$ cat config.mk
export PLATFORM = sky130hd
export DESIGN_NAME = dram_cycle_ctrl
export DESIGN_NICKNAME = d
export VERILOG_FILES = /design/src/core/dram_timing_pkg.sv /design/src/core/dram_cycle_ctrl.sv
export SDC_FILE = /design/constraint.sdc
export NUM_CORES = 1
export LEC_CHECK = 0
export BUFFER_PORTS_ARGS = -buffer_cell sky130_fd_sc_hd__buf_4
export CORE_MARGIN = 2
export CORE_UTILIZATION = 45
export CTS_CLUSTER_DIAMETER = 40
export DETAILED_ROUTE_END_ITERATION = 16
export MAX_ROUTING_LAYER = met4
export PLACE_DENSITY = 0.76
export SLEW_MARGIN = 20
export SYNTH_ARGS = -nofsm -noshare
export SYNTH_HDL_FRONTEND = slang
export SYNTH_SLANG_ARGS = --single-unit
$ cat constraint.sdc
create_clock -name mclk -period 6.8 [get_ports mclk]
set_input_delay 0.34 -clock mclk [delete_from_list [all_inputs] [get_ports mclk]]
set_output_delay 0.34 -clock mclk [all_outputs]
set_load 0.02 [all_outputs]
$ cat src/core/dram_timing_pkg.sv
`default_nettype none
package dram_timing_pkg;
    // Clock rate and the timing figures in nanoseconds for the 80 ns grade, nibble part.
    localparam int CLK_PERIOD_NS     = 5;
    localparam int ROW_LOW_MIN_NS    = 80;
    localparam int ROW_LOW_MAX_NS    = 10000;
    localparam int ROW_PRE_MIN_NS    = 60;
    localparam int CYCLE_MIN_NS      = 150;
    localparam int RMW_CYCLE_MIN_NS  = 175;
    localparam int NIB_CYCLE_NS      = 40;
    localparam int NIB_RMW_CYCLE_NS  = 65;
    localparam int ROW_TO_COL_NS     = 22;
    localparam int COL_LOW_MIN_NS    = 20;
    localparam int COL_HIGH_MIN_NS   = 10;
    localparam int COL_TO_STORE_NS   = 20;
    localparam int ROW_TO_STORE_NS   = 80;
    localparam int STORE_LOW_NS      = 20;
    localparam int REF_COL_LEAD_NS   = 10;
    localparam int REF_COL_HOLD_NS   = 20;
    localparam int REFRESH_MS        = 8;
    localparam int REFRESH_ROWS      = 512;

    // Least times round up to whole cycles.
    function automatic int up(input int ns);
        return (ns + CLK_PERIOD_NS - 1) / CLK_PERIOD_NS;
    endfunction : up

    localparam int ROW_LOW_CYC   = up(ROW_LOW_MIN_NS);
    localparam int ROW_LOW_MAX_CYC = ROW_LOW_MAX_NS / CLK_PERIOD_NS;
    localparam int ROW_PRE_CYC   = up(ROW_PRE_MIN_NS);
    localparam int CYCLE_CYC     = up(CYCLE_MIN_NS);
    localparam int RMW_CYCLE_CYC = up(RMW_CYCLE_MIN_NS);
    localparam int NIB_CYC       = up(NIB_CYCLE_NS);
    localparam int NIB_RMW_CYC   = up(NIB_RMW_CYCLE_NS);
    localparam int ROW_COL_CYC   = up(ROW_TO_COL_NS);
    localparam int COL_LOW_CYC   = up(COL_LOW_MIN_NS);
    localparam int COL_HIGH_CYC  = up(COL_HIGH_MIN_NS);
    localparam int COL_STORE_CYC = up(COL_TO_STORE_NS);
    localparam int ROW_STORE_CYC = up(ROW_TO_STORE_NS);
    localparam int STORE_LOW_CYC = up(STORE_LOW_NS);
    localparam int REF_LEAD_CYC  = up(REF_COL_LEAD_NS);
    localparam int REF_HOLD_CYC  = up(REF_COL_HOLD_NS);
    // Refresh request spacing: interval divided over all rows, rounded down.
    localparam int REFRESH_GAP_CYC = (REFRESH_MS * 1000000 / CLK_PERIOD_NS) / REFRESH_ROWS;

    localparam logic [1:0] OP_READ  = 2'h0;
    localparam logic [1:0] OP_WRITE = 2'h1;
    localparam logic [1:0] OP_RMW   = 2'h2;
endpackage : dram_timing_pkg
`default_nettype wire

$ cat src/core/dram_cycle_ctrl.sv
`default_nettype none
// Summary of operation
// - Every row is refreshed within 8 ms by spacing one column-first refresh per row slot.
// - In a normal cycle the row strobe stays low at least 80 ns and at most 10000 ns.
// - The row strobe stays high at least 60 ns between low periods.
// - Nibble read or write column cycles are spaced at least 40 ns apart.
// - Nibble read-modify-write column cycles are spaced at least 65 ns apart.
// - A read-modify-write cycle lasts at least 175 ns, a plain cycle at least 150 ns.
// - For column-first refresh the column strobe falls at least 10 ns before the row strobe.
// - In column-first refresh the column strobe stays low at least 20 ns after row fall.
// - The refresh lead delay is applied only inside the column-first refresh sequence; the refresh hold comes from the row low time.
// - In a read the store strobe stays high until after both strobes have risen.
// - In read-modify-write the store strobe falls late enough after column and row fall.
// - In an early write the store strobe stays low at least 20 ns after column fall.
// - Write data is driven before the first column fall and from each later nibble column fall on, and held well past the later of column and store fall.
// - Row-to-column delay is kept at its minimum so the access time is preserved.
// - Column address is set up one column-high time before each column strobe fall.
module dram_cycle_ctrl
    import dram_timing_pkg::*;
#(
    parameter int ADDR_W    = 10,
    parameter int REF_GAP   = REFRESH_GAP_CYC
) (
    input  wire logic              mclk,
    input  wire logic              sys_rst,
    input  wire logic              reqValid,
    output logic                   reqReady,
    input  wire logic [1:0]        reqOp,
    input  wire logic              reqNibble,
    input  wire logic [2*ADDR_W-1:0] reqAddr,
    input  wire logic [3:0]        reqWdata,
    output logic [3:0]             rdData,
    output logic                   rdValid,
    output logic                   rowStrobe_n,
    output logic                   colStrobe_n,
    output logic                   storeStrobe_n,
    output logic [ADDR_W-1:0]      memAddr,
    output logic                   memDataOut,
    output logic                   memDataOe,
    input  wire logic              memDataIn
);
    typedef enum logic [6:0] {
        S_IDLE = 7'h01, S_ROW = 7'h02, S_COL = 7'h04, S_CHI = 7'h08,
        S_PRE  = 7'h10, S_RCOL = 7'h20, S_RROW = 7'h40
    } state_e;

    state_e state_r;
    logic [11:0] cnt_r;
    logic [11:0] rowCnt_r;
    logic [15:0] refCnt_r;
    logic refPend_r;
    logic [1:0] op_r;
    logic nib_r;
    logic [1:0] beat_r;
    logic [2*ADDR_W-1:0] addr_r;
    logic [3:0] wd_r;
    logic [3:0] rd_r;
    logic rdv_r;
    logic ras_r, cas_r, we_r, oe_r;
    logic [ADDR_W-1:0] ma_r;

    // Named decode of the current operation and timing thresholds.
    wire isRmw    = (op_r == OP_RMW);
    wire isWrite  = (op_r == OP_WRITE);
    wire [11:0] colLowNeed = isRmw ? 12'(COL_STORE_CYC + STORE_LOW_CYC) : 12'(COL_LOW_CYC);
    wire [11:0] nibNeed    = isRmw ? 12'(NIB_RMW_CYC) : 12'(NIB_CYC);
    wire [11:0] cycNeed    = isRmw ? 12'(RMW_CYCLE_CYC) : 12'(CYCLE_CYC);
    // A read-modify-write slot also waits until the store strobe has been low long enough.
    wire [11:0] rowNeed    = isRmw ? 12'(ROW_STORE_CYC + STORE_LOW_CYC) : 12'(ROW_LOW_CYC);
    wire lastBeat = !nib_r || (beat_r == 2'h3);
    // Row stays low past its minimum; each column slot spans the nibble spacing.
    wire colDone  = (cnt_r >= colLowNeed) && (cnt_r + 12'(COL_HIGH_CYC) >= nibNeed)
                    && ((!lastBeat && !isRmw) || rowCnt_r + 12'h001 >= rowNeed);
    // The row address is held a few cycles past row fall before the column replaces it.
    wire rowAddrHold = (state_r == S_ROW) && (cnt_r + 12'h002 < 12'(ROW_COL_CYC));
    wire preDone  = (cnt_r + 12'h001 >= 12'(ROW_PRE_CYC))
                    && (rowCnt_r >= cycNeed);
    wire refDue   = (refCnt_r >= 16'(REF_GAP - 1));

    assign reqReady = (state_r == S_IDLE) && !refPend_r;

    // Main sequencer; refresh has priority over a waiting request.
    always_ff @(posedge mclk) begin
        if (sys_rst) begin
            state_r <= S_IDLE;
            cnt_r <= 12'h000;
            rowCnt_r <= 12'h000;
            op_r <= OP_READ;
            nib_r <= 1'b0;
            beat_r <= 2'h0;
            addr_r <= '0;
            wd_r <= 4'h0;
        end else begin
            cnt_r <= cnt_r + 12'h001;
            rowCnt_r <= rowCnt_r + 12'h001;
            unique case (state_r)
                S_IDLE: begin
                    if (refPend_r) begin
                        state_r <= S_RCOL;
                        cnt_r <= 12'h000;
                    end else if (reqValid) begin
                        op_r <= reqOp;
                        nib_r <= reqNibble;
                        addr_r <= reqAddr;
                        wd_r <= reqWdata;
                        beat_r <= 2'h0;
                        state_r <= S_ROW;
                        cnt_r <= 12'h000;
                        rowCnt_r <= 12'h000;
                    end
                end
                S_ROW: if (cnt_r + 12'h001 >= 12'(ROW_COL_CYC)) begin
                    state_r <= S_COL;
                    cnt_r <= 12'h000;
                end
                S_COL: if (colDone) begin
                    state_r <= lastBeat ? S_PRE : S_CHI;
                    cnt_r <= 12'h000;
                end
                S_CHI: if (cnt_r + 12'h001 >= 12'(COL_HIGH_CYC)) begin
                    beat_r <= beat_r + 2'h1;
                    state_r <= S_COL;
                    cnt_r <= 12'h000;
                end
                S_PRE: if (preDone) begin
                    state_r <= S_IDLE;
                end
                S_RCOL: if (cnt_r + 12'h001 >= 12'(REF_LEAD_CYC)) begin
                    state_r <= S_RROW;
                    cnt_r <= 12'h000;
                    rowCnt_r <= 12'h000;
                end
                S_RROW: if (cnt_r + 12'h001 >= 12'(ROW_LOW_CYC)) begin
                    state_r <= S_PRE;
                    cnt_r <= 12'h000;
                end
                default: state_r <= S_IDLE;
            endcase
        end
    end

    // Refresh timer; the pending flag set wins over its clear in the same cycle.
    always_ff @(posedge mclk) begin
        if (sys_rst) begin
            refCnt_r <= 16'h0000;
            refPend_r <= 1'b0;
        end else begin
            refCnt_r <= refDue ? 16'h0000 : refCnt_r + 16'h0001;
            if (refDue) refPend_r <= 1'b1;
            else if (state_r == S_RCOL) refPend_r <= 1'b0;
        end
    end

    // Pin drive. The store strobe is held high for reads until the row strobe is up again.
    always_ff @(posedge mclk) begin
        if (sys_rst) begin
            ras_r <= 1'b1;
            cas_r <= 1'b1;
            we_r <= 1'b1;
            oe_r <= 1'b0;
            ma_r <= '0;
            rd_r <= 4'h0;
            rdv_r <= 1'b0;
        end else begin
            rdv_r <= 1'b0;
            ras_r <= !(state_r == S_ROW || state_r == S_COL || state_r == S_CHI
                       || state_r == S_RROW);
            cas_r <= !(state_r == S_COL || state_r == S_RCOL || state_r == S_RROW);
            // Row address while idle and during rowAddrHold, column address from the end of rowAddrHold on.
            ma_r <= (state_r == S_IDLE) ? reqAddr[2*ADDR_W-1:ADDR_W]
                    : rowAddrHold ? addr_r[2*ADDR_W-1:ADDR_W]
                    : addr_r[ADDR_W-1:0];
            // Early write: low before column fall and kept low across every beat of the row,
            // so it falls ahead of the column strobe and rises with it on the step into precharge.
            // Read-modify-write: low only after the column and row delays have elapsed.
            we_r <= !((isWrite && (state_r == S_ROW || state_r == S_COL || state_r == S_CHI))
                      || (isRmw && state_r == S_COL && cnt_r >= 12'(COL_STORE_CYC)
                          && rowCnt_r >= 12'(ROW_STORE_CYC)));
            oe_r <= (op_r != OP_READ) && (state_r == S_ROW || state_r == S_COL);
            // Read data is taken once the column access time has fully elapsed.
            if (state_r == S_COL && cnt_r == 12'(COL_STORE_CYC)) begin
                rd_r[beat_r] <= memDataIn;
                if (lastBeat && op_r != OP_WRITE) rdv_r <= 1'b1;
            end
        end
    end

    assign rowStrobe_n   = ras_r;
    assign colStrobe_n   = cas_r;
    assign storeStrobe_n = we_r;
    assign memAddr       = ma_r;
    assign memDataOut    = wd_r[beat_r];
    assign memDataOe     = oe_r;
    assign rdData        = rd_r;
    assign rdValid       = rdv_r;

    // Row low time and precharge after any cycle, refresh or access.
    // The precharge count starts at ROW_PRE_CYC, since the row strobe rested high through reset,
    // and saturates so that a long idle spell cannot wrap it to a small value.
    logic [11:0] lowRun_r, highRun_r;
    always_ff @(posedge mclk) begin
        if (sys_rst) begin
            lowRun_r <= 12'h000;
            highRun_r <= 12'(ROW_PRE_CYC);
        end else begin
            lowRun_r <= ras_r ? 12'h000 : lowRun_r + 12'h001;
            highRun_r <= !ras_r ? 12'h000 : (&highRun_r) ? highRun_r : highRun_r + 12'h001;
        end
    end
endmodule : dram_cycle_ctrl
`default_nettype wire

==> run metrics, run 1 <==
total wire length=10300 um; Remaining DRCs=0; final setup vio count=0; antenna violations before repair=0; nets=671; wire length per cell=13.6 um; status=complete, no violations; sequential fraction of the synthesis area=40.2%; f_max=311 MHz; Post-Place Cells=740; worst relative slew slack=29.8%; clock root cell=clkbuf_8; hold_buf cts=0; final core occ=52.6%; Die H=107 um; RSZ-0062 raised after global routing=false; area of the multi-input gates=2650 um^2; Critical path origin=cnt_r[2]; Critical Path AT=3.50 ns; worst hold path startpoint=reqWdata[1]; setup TNS=0 ns; Worst IR Drop VDD=0.176 mV; Period minus WS final=3.22 ns; EDFF count, synth=0; Reg area=1920 um^2; clock sinks=96; Worst R2R Start=cnt_r[2]; antenna cells=0; most used flip-flop cell after synthesis=dfxtp_1; later-pin clock latency in the skew report=0.36 ns; Max Slew Vio Count=0; Row Count=37; hold crit path type=input pin to register; GRT overflow=0; Pleak=0.00204 uW; Area Growth Syn to Fin=13.6%; Overall Global Routing Usage=19.0%; Post-CTS Setup Bufs=0; DR iter-0 viols=311; Clock Path Buffers=2; depth of the CTS H-tree=3; Syn Std Cell Area=4780 um^2; Cells after Synth=583; CTS tree=done; clk_skew=0.0141 ns; #FFs+latches synth=96; Final period util=47.3%; # fillers=969; layout cells sized above 1=13.2%; Hold Vio Cnt, Final=0; first-pass GRT wire length=17300 um; port bufs=51; die area=11500 um^2; total CTS buffers=9; Slew @ Worst Pin=1.05 ns; crit-path max cell delay=0.57 ns; Critical Path Fanout Max=12; Setup CP Type=register to register; cell at the slowest stage of the critical path=or3_1; Die X=107 um; delay-heaviest family, CP=simple AND/OR/NAND/NOR gates; pre-CTS WS=3.69 ns; clock slew at reported path FFs=0.11 ns; TritonRoute pass-1 iters=6; CP Capture Type=register; P per Cell Area=283 nW/um^2; Via Count=4043; Critical Path Start Type=register; yosys warns=0; Via density=5.35; CP required=7.08 ns; worst setup margin=3.58 ns; vias in the first global route=3800; Unique masters post-synth=54; GP Congestion=0.940; Antenna Violating Nets Remaining=0; Core ar.=10300 um^2; Worst Path Buf+Inv=0; post-detail-place hpwl=7530 um; largest net degree at the start of global routing=63; CP Cell Sequence=ha_1 > nand4_1 > xor2_1 > a31oi_1 > nor4_1 > and2_1 > a21oi_1 > or3_1 > a21oi_1; Resized cells post-CTS=0; async set-or-reset flop fraction in the synthesized netlist=0%; Cell Count, Final, Fillers Out=756; crit-path most repeated cell=a21oi_1; Max Cap Violations=0; Top-Level Pins=52; Initial Util=46.3%; mean area per synthesized cell=8.20 um^2
-- cells in the final DEF, fill, tap and decap left out, types with 13 or more instances in the layout --
master and n:
dfxtp_1 96, a21oi_1 47, nor2_1 68, nand2_1 82, inv_1 21, xnor2_1 20, a211oi_1 13, nand3_1 20
ha_1 25, buf_4 52
-- registers in the layout, summed over array words and instances, names as in the netlist --
name / flops
addr_r: 20
beat_r: 2
cnt_r: 12
colStrobe_n: 1
memAddr: 10
memDataOe: 1
nib_r: 1
op_r: 2
rdData: 4
rdValid: 1
refCnt_r: 16
refPend_r: 1
rowCnt_r: 12
rowStrobe_n: 1
state_r: 7
storeStrobe_n: 1
wd_r: 4
-- Yosys cell counts (2+ instances only) --
master / n / area (um^2)
xnor2_1: 20 / 175
o31ai_1: 4 / 30.0
nand3b_1: 2 / 15.0
a211oi_1: 13 / 97.6
nor3_2: 2 / 20.0
and2_1: 3 / 18.8
nand4b_1: 3 / 26.3
nand2b_1: 7 / 43.8
nand3_1: 20 / 100
mux2i_1: 11 / 110
and3_1: 7 / 43.8
o21ai_0: 11 / 55.1
or3_1: 9 / 56.3
nand2_1: 82 / 308
or4_1: 4 / 30.0
nor2b_2: 3 / 26.3
clkbuf_1: 25 / 93.8
o211ai_1: 3 / 22.5
a21o_1: 6 / 45.0
buf_2: 6 / 30.0
nor2b_1: 8 / 50.1
nor3_1: 12 / 60.1
inv_1: 21 / 78.8
buf_6: 2 / 22.5
nor2_1: 68 / 255
a211o_1: 3 / 26.3
nand4_1: 10 / 62.6
a31oi_1: 6 / 37.5
xor2_1: 12 / 105
ha_1: 25 / 313
a21oi_1: 47 / 235
dfxtp_1: 96 / 1920
nor4_1: 11 / 68.8
-- final cells by class --
class	count	area share [%]
clock buffer	9	2.28
timing repair buffer	52	7.19
inverter	21	1.45
multi-input combinational	435	48.7
tap	136	3.13
clock inverter	7	1.84
sequential	96	35.4
-- power breakdown --
part / switching [uW] / total, uW / internal (uW) / leakage [uW]
Sequential: 53.3 / 685 / 632 / 0.000781
Combinational: 276 / 450 / 174 / 0.00115
Clock: 218 / 400 / 182 / 0.000112
Total: 548 / 1540 / 988 / 0.00204
-- worst reg2reg max path, stage by stage (launching register included) --
cell and delay [ns]:
dfxtp_1 0.54, ha_1 0.40, nand4_1 0.21, xor2_1 0.22, a31oi_1 0.13, nor4_1 0.47
and2_1 0.28, a21oi_1 0.12, or3_1 0.57, a21oi_1 0.19
-- final timing paths --
kind | to | slack (ns) | cells after the start
worst max register to register | rowCnt_r[10] | 3.58 | 9
worst min-delay path | wd_r[1] | 0.22 | 3
worst min register to register | wd_r[2] | 0.46 | 2
worst max-delay path | rowCnt_r[10] | 3.58 | 9
-- cells by family after synthesis --
kind of cell,Yosys count,share of synthesized area (%)
buf+inv,55,4.79
fa+ha+maj,25,6.55
simple gates,255,25.5
mux,13,3.01
compound gates,106,14.0
xor+xnor,32,5.87
other cells,1,0.0785
flops,96,40.2
-- through the flow --
stage	hold slack [ns]	cell area, um^2	total power (uW)
CTS	0.204	5430	1550
global route	0.201	5430	1630
finish	0.223	5430	1540
floorplan	0.432	4790	1020
detailed placement	0.445	5210	1140
global placement	0.441	5210	1130
-- routing by layer --
metal / global-route usage (%) / up-vias / part of all wire (%)
met4: 4.82 / 0 / 1.2
li1: - / 2067 / -
met5: - / - / 0
met1: 23.7 / 1862 / 45
met3: 4.86 / 14 / 4.4
met2: 30.9 / 100 / 49
(Power assumes the default switching activity.)
==> run 2: changes to the inputs <==
- PLACE_DENSITY: 0.76 -> 0.78
- clock period: 6.8 -> 2.8 ns (I/O delays scaled with it)
==> run 2 against run 1 <==
  * Register-to-register slack got worse by 3.4 ns
  * Count of clock-buffer cells in the layout rose by 2
  * Maximum frequency rose by 22%
  * Worst hold slack got worse by 0.22 ns
  * Sequential share of layout area fell by 1.0 points
  * Non-clock buffer count rose by 19
  * Die area did not move
  * Combinational power rose to 2.7 times the previous value
  * Critical path depth fell by 1
  * Core utilization rose by 1.6 points
  * Sequential cell count did not move
  * Final cell count rose by 2.5%
  * Largest cell class unchanged
==> run metrics, run 2 (synthesis results as in run 1) <==
P per Cell Area=695 nW/um^2 (+150%); CP required=3.10 ns (-3.98 ns); first-pass GRT wire length=18100 um (+4.9%); Top-Level Pins=52 (unchanged); Max Slew Vio Count=0 (unchanged); largest net degree at the start of global routing=63 (unchanged); met3 GRT Util=3.95% (-0.91 points); GRT overflow=0 (unchanged); total CTS buffers=9 (unchanged); Initial Util=46.3% (unchanged); met1 Use GR=24.1% (+0.41 points); RSZ-0062 raised after global routing=false; Clk pwr share=26.6% (+0.5 points); Hold Vio Cnt, Final=0 (unchanged); DR iter-0 viols=245 (-21%); GR peak layer=met2; final setup vio count=0 (unchanged); f_max=381 MHz (+22%); antenna violations before repair=0 (unchanged); Via Count=4209 (+4.1%); hold crit path type=input pin to register; nets=690 (+2.8%); depth of the CTS H-tree=3 (unchanged); layout cells sized above 1=16.4% (+3.2 points); most common cell after layout, fill and taps aside=dfxtp_1; Row Count=37 (unchanged); Die X=107 um (unchanged); Comb power frac=30.8% (+1.5 points); Critical Path Start Type=register; clock sinks=96 (unchanged); Core ar.=10300 um^2 (unchanged); TritonRoute pass-1 iters=6 (unchanged); DP Area=5340 um^2 (+2.6%); Clock Path Buffers=2 (unchanged); Slew @ Worst Pin=0.617 ns (-0.435 ns); worst setup margin=0.172 ns (-3.41 ns); wire length per cell=14.0 um (+2.7%); later-pin clock latency in the skew report=0.37 ns (about the same); post-detail-place hpwl=7860 um (+4.4%); GR Layer Usage met2=33.2% (+2.3 points); Die H=107 um (unchanged); worst relative slew slack=58.9% (+29 points); Critical Path AT=2.93 ns (-0.57 ns); max reg flops=20 (unchanged); port bufs=51 (unchanged); pre-CTS WS=0.0775 ns (-3.61 ns); clk_skew=0.0124 ns (-0.00167 ns); Setup CP Type=register to register; Pleak=0.00214 uW (+4.7%); antenna cells=0 (unchanged); Internal Power=2560 uW (+160%); die area=11500 um^2 (unchanged); Remaining DRCs=0 (unchanged); share of power burned in registers=42.6% (-2.0 points); Net Switching=1330 uW (+140%); CTS tree=done; status=complete, no violations; clock root cell=clkbuf_8; Final period util=93.9% (+47 points); setup TNS=0 ns (unchanged); total wire length=10900 um (+5.3%); CP Capture Type=register; biggest regs=addr_r x20, refCnt_r x16; Post-CTS Setup Bufs=0 (unchanged); Worst IR Drop VDD=0.405 mV (+130%); most frequent cells in the layout=94 x dfxtp_1, 82 x nand2_1, 70 x buf_4, 68 x nor2_1, 47 x a21oi_1; Switching Share=34.1% (-1.5 points); Area Growth Syn to Fin=17.1%; Max Cap Violations=0 (unchanged); largest register by flop count=addr_r; clock slew at reported path FFs=0.10 ns (about the same); Critical Path Fanout Max=10 (-2); design area=5600 um^2 (+3.0%); Antenna Violating Nets Remaining=0 (unchanged); Period minus WS final=2.63 ns (-0.588 ns); vias in the first global route=3994 (+5.1%); Via density=5.43 (+1.6%); Overall Global Routing Usage=20.1% (+1.0 points); GP Congestion=0.908 (-3.5%)
run 2: cell count changes in the layout (fill, tap and decap cells not counted), sizes merged:
cell	delta
bufinv	+1
dlygate4sd3	+1
inv	-1
clkinv	-2
buf	+18
clkbuf	+2
run 2: cell type report:
class,count,area (um^2)
multi-input combinational,435,2660
tap,136,170
inverter,21,78.8
sequential,96,1920
timing repair buffer,71,536
clock inverter,5,86.3
clock buffer,11,141
fill,929,4730
run 2: critical path, cell delays in order, from the launching register on:
cell and delay (ns):
dfxtp_1 0.41, or4_4 0.58, nor3_1 0.40, o21ai_0 0.18, o31ai_1 0.26, a31oi_1 0.12
and2_4 0.21, a21o_2 0.27, nor2_1 0.14
run 2: timing repair:
item,in CTS,in global routing
setup endpoints to repair,0,25
hold buffers,1,0
gates resized for setup,0,7
endpoints found under the hold margin,1,0
run 2: path summary, 6_finish.rpt:
kind / from / slack, ns / endpoint / cells after the start
worst max-delay path: state_r[5] / 0.17 / cnt_r[10] / 8
worst min-delay path: reqAddr[1] / 0.008 / addr_r[1] / 3
worst max register to register: state_r[5] / 0.17 / cnt_r[10] / 8
worst min register to register: wd_r[0] / 0.46 / wd_r[0] / 2
run 2: routing by layer:
layer  vias up  wire, um
li1       2101         -
met1      1969      4770
met2       119      5300
met3        20       553
met4         0       233
met5         -         0
run 2: power by group through the flow:
stage	clock network [uW]	logic (uW)	registers [uW]
5_1_grt	1100	1310	1680
3_5_place_dp	0	1180	1680
4_1_cts	1060	1190	1650
2_1_floorplan	0	735	1730
6_report	1040	1200	1650
3_3_place_gp	0	1140	1670
run 2: stage by stage:
| step | hold slack (ns) | power, uW | std cells | utilization [%] |
|---|---|---|---|---|
| 3_5_place_dp | 0.398 | 2860 | 758 | 51.7 |
| 4_1_cts | 0.00151 | 3900 | 775 | 54.0 |
| 5_1_grt | 0.00472 | 4090 | 775 | 54.2 |
| 2_1_floorplan | 0.276 | 2470 | 586 | - |
| 6_report | 0.00791 | 3890 | 775 | 54.2 |
| 3_3_place_gp | 0.387 | 2820 | 758 | 51.7 |
==> run 3: changes to the inputs <==
- PLACE_DENSITY: 0.78 -> 0.64
==> run 3 against run 2 <==
  * Die area unchanged
  * Final cell count increased by 0.77%
  * Global-route usage increased by 0.053 points
  * Final area increased by 1.1%
  * Non-clock buffer count increased by 7
  * Wire length decreased by 0.91%
  * Critical path depth increased by 2
  * Worst hold slack improved by 0.0023 ns
  * Clock power about the same
  * Core utilization increased by 0.59 points
  * First-iteration DRC count decreased by 16%
  * Sequential cell count unchanged
  * Largest cell class unchanged
  * Highest routed layer unchanged
==> run metrics, run 3 (synthesis results as in run 1) <==
status=complete, no violations; port bufs=51 (unchanged); antenna violations before repair=0 (unchanged); Worst Path Buf+Inv=1 (+1); Comb power frac=31.9% (+1.1 points); Worst path depth=10 (+2); final setup vio count=0 (unchanged); f_max=385 MHz (+1.1%); antenna cells=0 (unchanged); clock slew at reported path FFs=0.09 ns (about the same); Pleak=0.00217 uW (+1.6%); crit-path max cell delay=0.37 ns (-0.21 ns); Area Growth Syn to Fin=18.4%; Post-CTS Setup Bufs=0 (unchanged); final core occ=54.8% (+0.59 points); GP Congestion=0.875 (-3.6%); DR iter-0 viols=205 (-16%); total CTS buffers=9 (unchanged); Via Count=4189 (-0.48%); Worst IR Drop VDD=0.373 mV (-8.0%); Net Switching=1320 uW (-0.48%); worst relative slew slack=60.6% (+1.7 points); Critical path origin=cnt_r[1]; reg2reg setup slack=0.20 ns (+0.03 ns); highest routed layer=met4; cell at the slowest stage of the critical path=dfxtp_1; CP required=3.12 ns (+0.02 ns); later-pin clock latency in the skew report=0.37 ns (about the same); clock sinks=96 (unchanged); Die H=107 um (unchanged); worst r2r path cells=10 (+2); max reg flops=20 (unchanged); TritonRoute pass-1 iters=6 (unchanged); vias in the first global route=3956 (-0.95%); Critical Path Fanout Max=10 (unchanged); largest net degree at the start of global routing=63 (unchanged); Clk pwr share=25.9% (-0.7 points); # fillers=997 (+7.3%); post-detail-place hpwl=7790 um (-0.89%); Overall Global Routing Usage=20.1% (+0.053 points); Slew @ Worst Pin=0.591 ns (-0.0255 ns); Via density=5.36 (-1.2%); Critical Path AT=2.91 ns (-0.02 ns); GRT overflow=0 (unchanged); CP endpoint=cnt_r[9]; Top-Level Pins=52 (unchanged); most common cell after layout, fill and taps aside=dfxtp_1; most frequent cells in the layout=96 x dfxtp_1, 82 x nand2_1, 71 x buf_4, 68 x nor2_1, 47 x a21oi_1; Period minus WS final=2.60 ns (-0.0298 ns); wire length per cell=13.8 um (-1.7%); first-pass GRT wire length=18000 um (-0.61%); Initial Util=46.3% (unchanged); Post-Route M1 WL=5080 um (+6.5%); Antenna Violating Nets Remaining=0 (unchanged); hold crit path type=input pin to register; clock root cell=clkbuf_8; nets=697 (+1.0%); Max Cap Violations=0 (unchanged); Worst R2R Start=cnt_r[1]; CP Capture Type=register; total wire length=10800 um (-0.91%); Hold Vio Cnt, Final=0 (unchanged); Internal Power=2560 uW (+0.12%); Remaining DRCs=0 (unchanged); met2 routed WL=5030 um (-5.0%); Row Count=37 (unchanged); Max Slew Vio Count=0 (unchanged); layout cells sized above 1=16.0% (-0.46 points); largest register by flop count=addr_r; Final period util=92.8% (-1.1 points); reg2reg end=cnt_r[9]; met3 wire length=486 um (-12%); delay-heaviest family, CP=compound AO/OA/AOI/OAI gates; die area=11500 um^2 (unchanged); Setup CP Type=register to register; depth of the CTS H-tree=3 (unchanged); Switching Share=34.0% (-0.14 points); share of power burned in registers=42.2% (-0.4 points); P per Cell Area=687 nW/um^2 (-1.2%); Die X=107 um (unchanged); RSZ-0062 raised after global routing=false; Clock Path Buffers=2 (unchanged); biggest regs=addr_r x20, refCnt_r x16; Critical Path Start Type=register; Core ar.=10300 um^2 (unchanged); setup TNS=0 ns (unchanged); CTS tree=done; CP Cell Sequence=ha_1 > or3_1 > a211oi_1 > o221ai_1 > o31ai_1 > a31oi_1 > and2_4 > a21o_1 > buf_12 > nor2_1; clk_skew=0.00641 ns (-0.00603 ns)
[run 3: changes by cell type in the layout (fill, tap and decap cells not counted), sizes merged]
cell         previous run  this run
buf                    70        72
clkbuf                 11         9
clkinvlp                0         1
dlygate4sd3             1         6
[run 3: how the worst min path moves through the flow]
stage                      startpoint   endpoint  slack, ns  cells past startpoint
after floorplan             reqNibble      nib_r       0.28                      2
after global placement    reqWdata[2]    wd_r[2]       0.39                      3
after detailed placement   reqAddr[1]  addr_r[1]       0.40                      3
after CTS                  reqAddr[7]  addr_r[7]     0.0004                      3
after global routing       reqAddr[8]  addr_r[8]      0.002                      3
final                       reqNibble      nib_r       0.01                      3
[run 3: power by group through the flow]
stage	logic [uW]	registers (uW)	clock network, uW
4_1_cts	1240	1640	1040
5_1_grt	1380	1660	1100
6_report	1240	1640	1010
3_3_place_gp	1210	1670	0
3_5_place_dp	1230	1670	0
2_1_floorplan	735	1730	0
[run 3: worst reg2reg max path, stage by stage, from the launching register on]
cell,delay (ns)
dfxtp_1,0.37
ha_1,0.26
or3_1,0.37
a211oi_1,0.25
o221ai_1,0.20
o31ai_1,0.32
a31oi_1,0.14
and2_4,0.21
a21o_1,0.18
buf_12,0.14
nor2_1,0.10
[run 3: what timing repair did]
| item | CTS | global route |
|---|---|---|
| hold buffers | 6 | 0 |
| endpoints found under the hold margin | 6 | 0 |
| resized for setup | 0 | 3 |
| endpoints found under the setup margin | 0 | 14 |
[run 3: metal layers]
layer  vias to the layer above  global-route usage (%)
met5                         -                       -
met1                      1945                    26.3
met2                       103                    30.7
met3                        17                    4.74
met4                         0                    6.59
li1                       2124                       -
[run 3: through the flow]
stage | area (um^2) | total power (uW) | worst slack (ns) | std cells | hold slack [ns]
final | 5660 | 3880 | 0.202 | 781 | 0.0102
after global routing | 5660 | 4140 | 0.00688 | 781 | 0.00163
after CTS | 5650 | 3920 | 0.0942 | 781 | 0.000396
after detailed placement | 5370 | 2900 | 0.141 | 760 | 0.397
after global placement | 5370 | 2880 | 0.246 | 760 | 0.387
after floorplan | 4790 | 2470 | 0.0682 | 586 | 0.276
[run 3: final cells by class]
class	count	area, um^2	share of cell area (%)
multi-input cells	435	2660	47.0
well taps	136	170	3.01
inverters	21	78.8	1.39
flip-flops and latches	96	1920	34.0
clock inverters	6	92.6	1.64
clock buffers	9	124	2.19
repair buffers	78	613	10.8
